<file path="config.mk">
export PLATFORM = sky130hd
export DESIGN_NAME = scg_clock_gen
export DESIGN_NICKNAME = d
export VERILOG_FILES = /design/src/rtl/scg_pkg.sv /design/src/rtl/scg_clock_gen.sv
export SDC_FILE = /design/constraint.sdc
export NUM_CORES = 1
export LEC_CHECK = 0
export CAP_MARGIN = 25
export CORE_MARGIN = 4
export CORE_UTILIZATION = 65
export CTS_CLUSTER_SIZE = 8
export DETAILED_ROUTE_END_ITERATION = 6
export DONT_BUFFER_PORTS = 1
export GPL_ROUTABILITY_DRIVEN = 0
export GPL_TIMING_DRIVEN = 0
export PLACE_DENSITY = 0.83
export SYNTH_ARGS = -nofsm -noshare
export SYNTH_HDL_FRONTEND = slang
export SYNTH_SLANG_ARGS = --single-unit
</file>
<file path="constraint.sdc">
create_clock -name clk_i -period 5.2 [get_ports clk_i]
set_input_delay 0.26 -clock clk_i [delete_from_list [all_inputs] [get_ports clk_i]]
set_output_delay 0.26 -clock clk_i [all_outputs]
set_load 0.01 [all_outputs]
</file>
<file path="src/rtl/scg_pkg.sv">
// package for the system clock generation block
// assumes a single 25 MHz system clock; oscillators arrive as sampled levels
package scg_pkg;

  // ----------------------------------------------------------------
  // widths and reset values
  // ----------------------------------------------------------------
  localparam int unsigned GATE_W      = 17;
  localparam int unsigned DIV_W       = 8;
  localparam int unsigned WAKE_N      = 11;
  localparam logic [16:0] GATE_RST    = 17'h0085f;
  localparam logic [7:0]  DIV_RST     = 8'h00;
  localparam logic [1:0]  SEL_RST     = 2'h0;

  // ----------------------------------------------------------------
  // clock source encodings
  // ----------------------------------------------------------------
  typedef enum logic [1:0] {
    SCG_MAIN_RC   = 2'h0,
    SCG_MAIN_PLLI = 2'h1,
    SCG_MAIN_WDO  = 2'h2,
    SCG_MAIN_PLLO = 2'h3
  } scg_main_sel_t;

  typedef enum logic [1:0] {
    SCG_OBS_RC   = 2'h0,
    SCG_OBS_SYS  = 2'h1,
    SCG_OBS_WDO  = 2'h2,
    SCG_OBS_MAIN = 2'h3
  } scg_obs_sel_t;

  // switch sequence: gray coded from run through drain to load; load back to run flips both bits
  typedef enum logic [1:0] {
    SCG_SW_RUN  = 2'b00,
    SCG_SW_DRAIN = 2'b01,
    SCG_SW_LOAD = 2'b11
  } scg_sw_state_t;

  // ----------------------------------------------------------------
  // configuration carrier
  // ----------------------------------------------------------------
  typedef struct packed {
    logic          pll_src_sys;
    scg_main_sel_t main_sel;
    scg_obs_sel_t  obs_sel;
    logic [7:0]    uart_div;
    logic [7:0]    wd_div;
    logic [7:0]    ssp_div;
    logic [7:0]    obs_div;
    logic [16:0]   gate;
  } scg_cfg_t;

endpackage : scg_pkg

</file>
<file path="src/rtl/scg_clock_gen.sv">
// system clock generation: source select, gating, dividers, wake logic
// assumes oscillator inputs are slow levels from other domains; the
// configuration comes from logic on clk_i
//
// Contract
// - after reset the main clock runs from the internal rc oscillator
// - software picks system or internal rc oscillator as pll input
// - one software enable per peripheral or memory gates its clock
// - uart, watchdog and serial port clocks each have own divider
// - observation pin shows main, rc, system or watchdog clock
// - observed clock passes a programmable divider before the pin
// - up to eleven port pins wake the processor from deep sleep
`timescale 1ns/1ps
`default_nettype none
module scg_clock_gen
  import scg_pkg::*;
(
  input  wire logic              clk_i,
  input  wire logic              resetn_i,
  input  wire scg_cfg_t          cfg_i,
  input  wire logic              cfg_upd_i,
  input  wire logic              rc_osc_i,
  input  wire logic              sys_osc_i,
  input  wire logic              wd_osc_i,
  input  wire logic              pll_out_i,
  input  wire logic [WAKE_N-1:0] wakeup_input_pins_i,
  input  wire logic [WAKE_N-1:0] wake_en_i,
  input  wire logic              deep_sleep_i,
  output logic                   pll_in_o,
  output logic                   main_clk_o,
  output logic [GATE_W-1:0]      gated_clk_o,
  output logic                   uart_clk_o,
  output logic                   wd_clk_o,
  output logic                   ssp_clk_o,
  output logic                   clock_observation_pin_o,
  output logic                   wake_o
);

  // ----------------------------------------------------------------
  // input synchronisers
  // ----------------------------------------------------------------
  // the pll output is another clock's domain, so it is sampled as well
  logic [4+WAKE_N-1:0] sync1_q, sync1_d;
  logic [4+WAKE_N-1:0] sync2_q, sync2_d;
  logic rc_s, sys_s, wdo_s, pll_s;
  logic [WAKE_N-1:0] pin_s;

  always_comb
  begin
    sync1_d = {wakeup_input_pins_i, pll_out_i, wd_osc_i, sys_osc_i,
               rc_osc_i};
    sync2_d = sync1_q;
  end

  always_ff @(posedge clk_i or negedge resetn_i)
  begin
    if (!resetn_i)
    begin
      sync1_q <= '0;
      sync2_q <= '0;
    end
    else
    begin
      sync1_q <= sync1_d;
      sync2_q <= sync2_d;
    end
  end

  assign rc_s  = sync2_q[0];
  assign sys_s = sync2_q[1];
  assign wdo_s = sync2_q[2];
  assign pll_s = sync2_q[3];
  assign pin_s = sync2_q[4+WAKE_N-1:4];

  // ----------------------------------------------------------------
  // shadow configuration and safe switch sequence
  // ----------------------------------------------------------------
  // new settings load one cycle after every divided clock and main are seen
  // low, so an output rising in that cycle can be cut short; waiting can take one full divided period
  scg_sw_state_t sw_q, sw_d;
  scg_cfg_t      act_q, act_d;
  scg_cfg_t      pend_q, pend_d;
  logic          all_low;

  always_comb
  begin
    sw_d   = sw_q;
    act_d  = act_q;
    pend_d = pend_q;
    case (sw_q)
      SCG_SW_RUN:
      begin
        if (cfg_upd_i)
        begin
          pend_d = cfg_i;
          sw_d   = SCG_SW_DRAIN;
        end
      end
      SCG_SW_DRAIN:
      begin
        if (all_low)
          sw_d = SCG_SW_LOAD;
      end
      SCG_SW_LOAD:
      begin
        act_d = pend_q;
        sw_d  = SCG_SW_RUN;
      end
      default:
        sw_d = SCG_SW_RUN;
    endcase
  end

  always_ff @(posedge clk_i or negedge resetn_i)
  begin
    if (!resetn_i)
    begin
      sw_q <= SCG_SW_RUN;
      act_q <= '{pll_src_sys: 1'b0, main_sel: SCG_MAIN_RC,
                 obs_sel: SCG_OBS_RC, uart_div: DIV_RST,
                 wd_div: DIV_RST, ssp_div: DIV_RST,
                 obs_div: DIV_RST, gate: GATE_RST};
      pend_q <= '{pll_src_sys: 1'b0, main_sel: SCG_MAIN_RC,
                  obs_sel: SCG_OBS_RC, uart_div: DIV_RST,
                  wd_div: DIV_RST, ssp_div: DIV_RST,
                  obs_div: DIV_RST, gate: GATE_RST};
    end
    else
    begin
      sw_q   <= sw_d;
      act_q  <= act_d;
      pend_q <= pend_d;
    end
  end

  // ----------------------------------------------------------------
  // source selection
  // ----------------------------------------------------------------
  logic main_src, obs_src;

  // pll input mux
  // a clock path to the pll, so it passes unsampled
  assign pll_in_o = act_q.pll_src_sys ? sys_osc_i : rc_osc_i;

  always_comb
  begin
    case (act_q.main_sel)
      SCG_MAIN_RC:   main_src = rc_s;
      SCG_MAIN_PLLI: main_src = act_q.pll_src_sys ? sys_s : rc_s;
      SCG_MAIN_WDO:  main_src = wdo_s;
      SCG_MAIN_PLLO: main_src = pll_s;
      default:       main_src = rc_s;
    endcase
  end

  // ----------------------------------------------------------------
  // dividers: zero stops the clock, n divides by 2n
  // ----------------------------------------------------------------
  logic [7:0] cnt_q [4];
  logic [7:0] cnt_d [4];
  logic [3:0] dclk_q, dclk_d;
  logic [3:0] src_v;
  logic [7:0] div_v [4];
  logic       main_q, main_d;
  logic       main_rise;

  always_comb
  begin
    case (act_q.obs_sel)
      SCG_OBS_RC:   obs_src = rc_s;
      SCG_OBS_SYS:  obs_src = sys_s;
      SCG_OBS_WDO:  obs_src = wdo_s;
      SCG_OBS_MAIN: obs_src = main_src;
      default:      obs_src = rc_s;
    endcase
  end

  assign main_d    = main_src;
  assign main_rise = main_src & ~main_q;
  assign div_v[0]  = act_q.uart_div;
  assign div_v[1]  = act_q.wd_div;
  assign div_v[2]  = act_q.ssp_div;
  assign div_v[3]  = act_q.obs_div;

  logic obs_q, obs_rise;
  assign obs_rise = obs_src & ~obs_q;
  assign src_v    = {obs_rise, main_rise, main_rise, main_rise};

  always_comb
  begin
    dclk_d = dclk_q;
    for (int i = 0; i < 4; i++)
    begin
      cnt_d[i] = cnt_q[i];
      if (div_v[i] == 8'h00)
      begin
        cnt_d[i]  = 8'h00;
        dclk_d[i] = 1'b0;
      end
      else if (src_v[i])
      begin
        if (cnt_q[i] >= div_v[i] - 8'h01)
        begin
          cnt_d[i]  = 8'h00;
          dclk_d[i] = ~dclk_q[i];
        end
        else
          cnt_d[i] = cnt_q[i] + 8'h01;
      end
    end
  end

  assign all_low = ~|dclk_q & ~main_q;

  always_ff @(posedge clk_i or negedge resetn_i)
  begin
    if (!resetn_i)
    begin
      for (int i = 0; i < 4; i++)
        cnt_q[i] <= 8'h00;
      dclk_q <= 4'h0;
      main_q <= 1'b0;
      obs_q  <= 1'b0;
    end
    else
    begin
      cnt_q  <= cnt_d;
      dclk_q <= dclk_d;
      main_q <= main_d;
      obs_q  <= obs_src;
    end
  end

  // ----------------------------------------------------------------
  // gating and wake logic
  // ----------------------------------------------------------------
  logic       wake_q, wake_d;
  logic [GATE_W-1:0] gate_q, gate_d;

  // gate enables
  // enables change only while main is low, so pulses stay whole
  assign gate_d = main_q ? gate_q : act_q.gate;

  assign wake_d = deep_sleep_i & |(pin_s & wake_en_i);

  always_ff @(posedge clk_i or negedge resetn_i)
  begin
    if (!resetn_i)
    begin
      gate_q <= GATE_RST;
      wake_q <= 1'b0;
    end
    else
    begin
      gate_q <= gate_d;
      wake_q <= wake_d;
    end
  end

  assign clock_observation_pin_o = dclk_q[3];
  assign main_clk_o  = main_q;
  assign gated_clk_o = {GATE_W{main_q}} & gate_q;
  assign uart_clk_o  = dclk_q[0];
  assign wd_clk_o    = dclk_q[1];
  assign ssp_clk_o   = dclk_q[2];
  assign wake_o      = wake_q;

endmodule : scg_clock_gen
`default_nettype wire

</file>
After elaboration in Yosys (flattened, before gate mapping)
Cells that the tools add are included.

word-level totals
  register bits after elaboration = 196
  latch bits = 0
  bits in writable memories = 0
  memory bits (read-only) = 0
  bits of input ports = 84
  output and inout bits = 24
  logic and storage cells = 120
  memories kept = 0

cells by class
  add/sub/neg operators = 8
  multipliers = 0
  div/mod/pow operators = 0
  $lt $le $gt $ge = 4
  eq/ne operators = 10
  shift-type cells = 0
  mux-type cells = 31
  bitwise gates (word level) = 12
  reduce and logical (&&, ||, !) cells = 24

operators by type and width
  operator                                          number
  two-way mux 8 bit                                 12
  adder 8 x 1 -> 8 bit, second input constant       4
  >= comparator 8 bit                               4
  zero test 8 bit                                   4
  subtractor 8 x 1 -> 8 bit, second input constant  4
  AND 17 bit                                        1
  nonzero test 2 bit                                8
  two-way mux 1 bit                                 14
  AND reduction 2 bit                               6
  AND 11 bit                                        1
  OR reduction 11 bit                               1
  == test 2 bit, second input constant              5
  one-hot mux 1 bit (4 select lines)                2
  == test 2 x 1 -> 1 bit, second input constant     3
  zero test 2 bit                                   3
  NOT 1 bit                                         6
  AND 1 bit                                         4
  two-way mux 2 bit                                 2
  != test 2 bit, second input constant              2
  one-hot mux 2 bit (2 select lines)                1
  OR reduction 4 bit                                1
  zero test 1 bit                                   1

Longest topological paths before layout
Gate-level depths: netlist of the first run.

  depth in word-level cells = 6
  depth in mapped cells = 12
  gate-level depth less buffers = 11

Worst setup path after synthesis of the first run
No wires, ideal clock.

  path kind = register to register
  from = register act_q[44] (netlist bit)
  to = register cnt_q[27] (netlist bit)
  setup time = 76 ps
  arrival = 2769 ps
  required time = 5124 ps
  setup slack = 2354 ps
  cell stages (with the launch flop) = 11
  buffers on the path = 0
  period minus slack after synthesis = 2846 ps
  path through = dfrtp_1 > or4_1 > nor2_1 > nand2_1 > xor2_1 > ha_1 > a21oi_1 > o21ai_1 > a2111o_1 > or4_1 > o21ai_1

between the ends
  word-level cells in the longest chain between the ends = 5
  elaborated cells between the ends (all ways) = 7
  those cells by class = 1 x add/sub; 1 x order compare; 3 x mux; 2 x reduce/logical

ends and longest elaborated chain
  what                       line                  text
  start, declared            scg_clock_gen.sv:81   scg_cfg_t act_q, act_d;
  start signal, assigned     scg_clock_gen.sv:119  act_q <= '{pll_src_sys: 1'b0, main_sel: SCG_MAIN_RC,
  start signal, assigned     scg_clock_gen.sv:131  act_q <= act_d;
  subtractor 8 x 1 -> 8 bit  scg_clock_gen.sv:202  if (cnt_q[i] >= div_v[i] - 8'h01)
  >= comparator 8 bit        scg_clock_gen.sv:202
  two-way mux 8 bit          scg_clock_gen.sv:202
  two-way mux 8 bit          scg_clock_gen.sv:200  else if (src_v[i])
  two-way mux 8 bit          scg_clock_gen.sv:195  if (div_v[i] == 8'h00)
  end signal, assigned       scg_clock_gen.sv:227  cnt_q <= cnt_d;
  end, declared              scg_clock_gen.sv:159  logic [7:0] cnt_q [4];

Several ways; a longest one is shown, not always the timed one. The select of a mux whose other input is x is not followed.
A chain may end at the register's enable or synchronous reset.

Worst setup path in the final report of the first run
  from = register act_q[46] (netlist bit)
  to = register cnt_q[27] (netlist bit)

The elaborated chain is that of the path after synthesis.

==> metrics.yaml, run 1 <==
critical_path.max_fanout: 5
vias: 6049
wl_per_cell_um: 18.7
finClkSkew_ps: 13.1
slew_violations: 0
num_rows: 42
num-nets-final: 953
cts_buffer_depth: 2
synthArstFlopShare: 1.00
diodes: 0
p_int_mw: 4.21
power.density_nw_per_um2: 634
period_share: 0.605
clockPowerShare: 0.187
drt_iter0_markers: 314
p_sw_frac: 0.370
synth_nets: 861
start_util: 0.671
cp-start-kind: "flip-flop"
dpl.hpwl_um: 12300
ys_top_cells_by_area: "dfrtp_1 49%, mux2_2 14%, dfstp_2 6.1%"
multi_input_area_um2: 3870
vias_per_cell: 5.97
hold_path_class: "in2reg"
h-tree-depth: 4
busiest_layer: "met2"
yosysWarnings: 0
fin_setup_tns_ps: 0
grt_use_met2: 0.436
p_seq_frac: 0.417
portBuffers: 0
drive_gt1_frac: 0.224
critPathMaxStageDelay_ps: 620
max_freq_mhz: 318
synth-seq-cells: 196
cts_tree: "built"
num-fill-cells: 786
status: "completed"
grt_use_met3: 0.0677
combPwrFrac: 0.397
fin_crit_ps: 3150
cp.arrival_ps: 3490
ys_seq_area_frac: 0.548
dieArea_um2: 15800
synth_largest_area_cell: "dfrtp_1"
grt_pass1_wl_um: 31700
path_cells: "or4_1 -> nor2_1 -> nand2_1 -> xor2_1 -> ha_1 -> a21oi_1 -> o21ai_1 -> a2111o_1 -> or4_1 -> o21ai_1"
drt_wl_total_um: 18900
crit_slowest_cell: "or4_1"
cts.reportedPaths.clkPinSlew_ps: 70
cts_made_buffers: 17
final_cells: 1014
postRouteAntennaNets: 0
yosysUniqueCellTypes: 56
ys.flop_type: "dfrtp_1"
first_pass_iters: 5
seqCellArea_um2: 4930
worst_pin_slew_ps: 919
synthToLayoutAreaGrowth_pct: 17.1
core_um2: 13400
synth_cells: 733
antenna_found_initial: 0
end_kind: "flip-flop"
grtUsageMet1: 0.306
die_w_um: 126
dp_cells: 909
overflow: 0
synth_edf_count: 0
yosysTopAreaCellShare: 0.487
worst-path-buf-inv: 0
syn-cell-area_um2: 8990
syn_area_per_cell_um2: 12.3
maxCapViolCount: 0
p_leak_nw: 4.61
critPathKind: "reg2reg"
grt_pass1_vias: 6426
cp_data_required_time_ps: 5540
root_buffer: "clkbuf_16"
grt_max_degree: 197
p_switching_mw: 2.47
ir_worst_vdd_mv: 0.435
track_usage: 0.249
cp_top_family: "simple AND/OR/NAND/NOR gates"
setup_viol: 0
drc: 0
io_pins: 108
slew_headroom: 0.388
rsz0062_at_grt: "no"
hold_viol_final: 0
clk_latency_ps: 430
die_h_um: 126
cts_sinks: 196
-- per-stage QoR --
stage	power (mW)	setup WS [ps]	util	instance area, um^2	hold WS [ps]
after global placement	5.08	2180	0.687	9210	-29.7
after CTS	6.67	2070	0.786	10500	90.5
after global routing	7.18	1840	0.786	10500	89.4
after floorplan	4.67	2350	-	8990	-35.6
after detailed placement	5.31	2070	0.687	9210	-30.3
final	6.68	2050	0.786	10500	100
-- cells in the mapped netlist, types with 2 or more instances --
master      n
dfrtp_1   175
mux2_2    110
nand2_1    50
ha_1       44
nand3_1    42
nor2_1     31
a21oi_1    26
a21o_1     21
dfstp_2    21
and2_1     19
inv_1      19
xnor2_1    18
a31oi_1    14
clkbuf_1   11
or3_1      11
o21ai_1    10
nor3_1      8
buf_2       7
and3_1      6
nor2b_1     6
o21ai_0     6
o22ai_1     6
or4_1       6
xor2_1      6
a211oi_1    5
nand4_1     5
nand3b_1    4
a221oi_2    3
nor4_1      3
nor4b_1     3
or2_2       3
a2111o_1    2
a21boi_0    2
a22oi_1     2
buf_6       2
nand4b_1    2
nor3b_1     2
nor4b_2     2
nor4b_4     2
or3b_1      2
-- power by group through the flow --
| stage | registers, mW | logic (mW) | clock network [mW] |
|---|---|---|---|
| after floorplan | 2.60 | 2.07 | 0 |
| after global placement | 2.72 | 2.36 | 0 |
| after detailed placement | 2.78 | 2.53 | 0 |
| after CTS | 2.76 | 2.64 | 1.27 |
| after global routing | 2.86 | 2.96 | 1.36 |
| final | 2.78 | 2.65 | 1.25 |
-- kinds of logic after synthesis --
family,Yosys count,share of synthesized area
AO/OA/AOI/OAI,104,0.0776
XOR/XNOR,24,0.0234
adder cells (fa/ha/maj),44,0.0612
buffers and inverters,43,0.0210
flip-flops,196,0.548
multiplexers,111,0.139
AND/OR/NAND/NOR,211,0.129
-- sequential cells by signal, indices dropped and copies added, names as in the netlist --
signal / cells
sw_q: 2
dclk_q: 4
sync2_q: 15
cnt_q: 32
wake_o: 1
pend_q: 54
obs_q: 1
act_q: 54
sync1_q: 15
gate_q: 17
main_clk_o: 1
-- metal layers --
metal,part of all wire,wire (um),vias to the layer above
li1,-,-,2820
met1,0.40,7560,3017
met2,0.53,9990,186
met3,0.057,1070,26
met4,0.016,308,0
met5,0,0,-
-- cell type report --
| cell class | instances | area share |
|---|---|---|
| Inverter | 21 | 0.00748 |
| Clock inverter | 10 | 0.00820 |
| Buffer | 22 | 0.0105 |
| Sequential cell | 196 | 0.468 |
| Clock buffer | 22 | 0.0462 |
| Tap cell | 176 | 0.0209 |
| Multi-Input combinational cell | 494 | 0.368 |
| Timing Repair Buffer | 73 | 0.0710 |
-- final timing paths --
kind | startpoint | endpoint | slack, ps | cells after the start
hold / removal | wake_en_i[8] | wake_o | 100 | 2
max in group asynchronous | resetn_i | pend_q[35] | 3920 | 2
min in group asynchronous | resetn_i | cnt_q[4] | 590 | 2
hold reg to reg | sync1_q[6] | sync2_q[6] | 350 | 0
setup reg to reg | act_q[46] | cnt_q[27] | 2050 | 10
setup / recovery | act_q[46] | cnt_q[27] | 2050 | 10
-- cell usage in the layout (no fill, tap or decap), types with 18 or more instances in the layout --
cell and instances:
mux2_2 110, nand3_1 42, dfrtp_1 175, xnor2_1 18
and2_1 19, ha_1 44, nor2_1 31, clkbuf_16 19
a21oi_1 26, nand2_1 50, inv_1 19, a21o_1 21
dlygate4sd3_1 72, dfstp_2 21
-- repair_timing --
item	CTS	global route
resized for setup	0	0
buffers inserted	0	0
hold buffers	73	0
hold endpoints to repair	267	0
Power figures use the tool's default switching activity.
==> run 2, diff against run 1 <==
Settings changed: CORE_UTILIZATION 65 to 63, PLACE_DENSITY 0.83 to 0.81.
Clock period 5.2 ns to 3.1 ns, I/O delays scaled along.
==> run 2 against run 1 <==
- critical path type unchanged
- utilization decreased by 2.6 points
- via count up 0.17%
- fmax is 5.4% higher
- non-clock buffer count shrank 1
- worst setup slack got worse by 1900 ps
- register-to-register slack worse by 1900 ps
- clock skew shrank 3.7 ps
- hold slack got worse by 690 ps
- the flow now finishes with violations (negative hold slack)
- combinational power grew 70%
==> metrics.yaml, run 2 (synthesized netlist as in run 1, its figures left out) <==
power.density_nw_per_um2: 1070  # was 634 nW/um^2
num-fill-cells: 839  # was 786
clockPowerShare: 0.193  # was 0.187
hold_viol_final: 196  # was 0
fin_crit_ps: 2980  # was 3150 ps
postRouteAntennaNets: 0  # unchanged
critical_path.max_fanout: 5  # unchanged
grt_max_degree: 197  # unchanged
grt_pass1_wl_um: 31900  # was 31700 um
fin_area_um2: 10600  # was 10500 um^2
wl_per_cell_um: 18.9  # was 18.7 um
p_leak_nw: 4.61  # about the same
diodes: 0  # unchanged
r2r_slack_ps: 120  # was 2050 ps
die_w_um: 127  # was 126 um
reg2reg_depth: 10  # unchanged
layout_commonest_cell: "dfrtp_1"  # unchanged
slew_violations: 0  # unchanged
maxCapViolCount: 0  # unchanged
ir_worst_vdd_mv: 0.872  # was 0.435 mV
antenna_found_initial: 0  # unchanged
clk_latency_ps: 440  # was 430 ps
p_int_mw: 7.12  # was 4.21 mW
setup_slack_ps: 116  # was 2050 ps
cp_data_required_time_ps: 3470  # was 5540 ps
vias_per_cell: 5.96  # was 5.97
first_pass_iters: 5  # unchanged
core_um2: 13900  # was 13400 um^2
critPathKind: "reg2reg"  # unchanged
setup_viol: 0  # unchanged
end_kind: "flip-flop"  # unchanged
dieArea_um2: 16200  # was 15800 um^2
cts_buffer_depth: 2  # unchanged
root_buffer: "clkbuf_16"  # unchanged
h-tree-depth: 4  # unchanged
p_switching_mw: 4.26  # was 2.47 mW
track_usage: 0.247  # was 0.249
portBuffers: 0  # unchanged
p_sw_frac: 0.374  # was 0.370
num-nets-final: 952  # was 953
hold_path_class: "in2async"  # was in2reg
slew_headroom: 0.435  # was 0.388
final_cell_mix: "175 x dfrtp_1, 110 x mux2_2, 72 x dlygate4sd3_1, 50 x nand2_1, 44 x ha_1"  # unchanged
p_seq_frac: 0.412  # was 0.417
cts_sinks: 196  # unchanged
vias: 6059  # was 6049
finClkSkew_ps: 9.42  # was 13.1 ps
dpl.hpwl_um: 12300  # about the same
drc: 0  # unchanged
overflow: 0  # unchanged
post_cts_buffers: 0  # unchanged
start_util: 0.645  # was 0.671
status: "finished, violations left"  # was completed
cp-start-kind: "flip-flop"  # unchanged
cts_tree: "built"  # unchanged
fin_setup_tns_ps: 0  # unchanged
cts_hold_buffers: 72  # was 73
period_share: 0.963  # was 0.605
cp.arrival_ps: 3350  # was 3490 ps
fin_hold_ws_ps: -591  # was 100 ps
combPwrFrac: 0.396  # was 0.397
placed_area_um2: 9220  # was 9210 um^2
io_pins: 108  # unchanged
die_h_um: 127  # was 126 um
drt_wl_total_um: 19300  # was 18900 um
drt_iter0_markers: 269  # was 314
max_freq_mhz: 335  # was 318 MHz
cts.reportedPaths.clkPinSlew_ps: 70  # about the same
violations: "negative hold slack"
dp_slack_ps: -92.1  # was 2070 ps
drive_gt1_frac: 0.232  # was 0.224
cts_made_buffers: 17  # unchanged
synthToLayoutAreaGrowth_pct: 17.7  # was 17.1%
num_rows: 43  # was 42
grt_pass1_vias: 6583  # was 6426
largestRegisters: "act_q: 54 flops, pend_q: 54 flops, cnt_q: 32 flops"  # unchanged
worst_pin_slew_ps: 845  # was 919 ps
-- run 2: cell types whose count changed in the layout (fill, tap and decap cells not counted), moves of 2 or more --
cell | previous run | this run
a221oi_2 | 3 | 1
a221oi_4 | 0 | 2
buf_2 | 7 | 5
clkbuf_1 | 14 | 12
clkbuf_4 | 0 | 2
clkinv_8 | 0 | 2
inv_8 | 2 | 4
nor4_1 | 3 | 1
nor4_2 | 0 | 2
-- run 2: power by group through the flow --
stage | sequential, mW | clock (mW) | combinational, mW
after detailed placement | 4.67 | 0 | 4.23
final | 4.68 | 2.19 | 4.50
after CTS | 4.64 | 2.21 | 4.38
after global placement | 4.57 | 0 | 3.96
after floorplan | 4.36 | 0 | 3.48
after global routing | 4.83 | 2.34 | 5.04
-- run 2: area by class of cell --
type	count	area [um^2]	share of cell area
sequential	196	4930	0.466
multi-input combinational	494	3920	0.370
clock buffer	20	468	0.0442
tap	180	225	0.0213
inverter	21	78.8	0.00745
timing repair buffer	72	721	0.0681
buffer	22	115	0.0109
clock inverter	12	130	0.0123
-- run 2: worst paths after layout --
| check | start | endpoint |
|---|---|---|
| worst max-delay path | act_q[46] | cnt_q[27] |
| worst max register to register | act_q[46] | cnt_q[27] |
| worst min-delay path | resetn_i | act_q[22] |
| worst min register to register | sync1_q[8] | sync2_q[8] |
| max in group asynchronous | resetn_i | gate_q[2] |
| min in group clk_i | wakeup_input_pins_i[8] | sync1_q[12] |
-- run 2: metrics by stage --
step                       util  power [mW]  std cells
after global routing      0.760        12.2       1017
after detailed placement  0.661        8.90        913
after floorplan               -        7.84        733
final                     0.760        11.4       1017
after CTS                 0.757        11.2       1017
after global placement    0.661        8.53        913
-- run 2: worst max-delay path, stage by stage, from the launching register on --
cell and delay [ps]:
dfrtp_1 430, or4_4 590, nor2_2 130, nand2_1 90, xor2_1 150, ha_1 300, a21oi_1 140, o21ai_1 130
a2111o_1 380, or4_1 490, o21ai_1 90
-- run 2: per-layer routing --
metal | global-route usage | up-vias | wire length, um
li1 | - | 2809 | -
met1 | 0.285 | 3029 | 7540
met2 | 0.431 | 182 | 10100
met3 | 0.0782 | 39 | 1190
met4 | 0.0927 | 0 | 438
met5 | 0 | - | 0
-- run 2: repair_timing --
action / CTS / global route
endpoints found under the setup margin: 3 / 21
pin swaps: 1 / 0
hold endpoints to repair: 267 / 196
gates resized for setup: 2 / 7
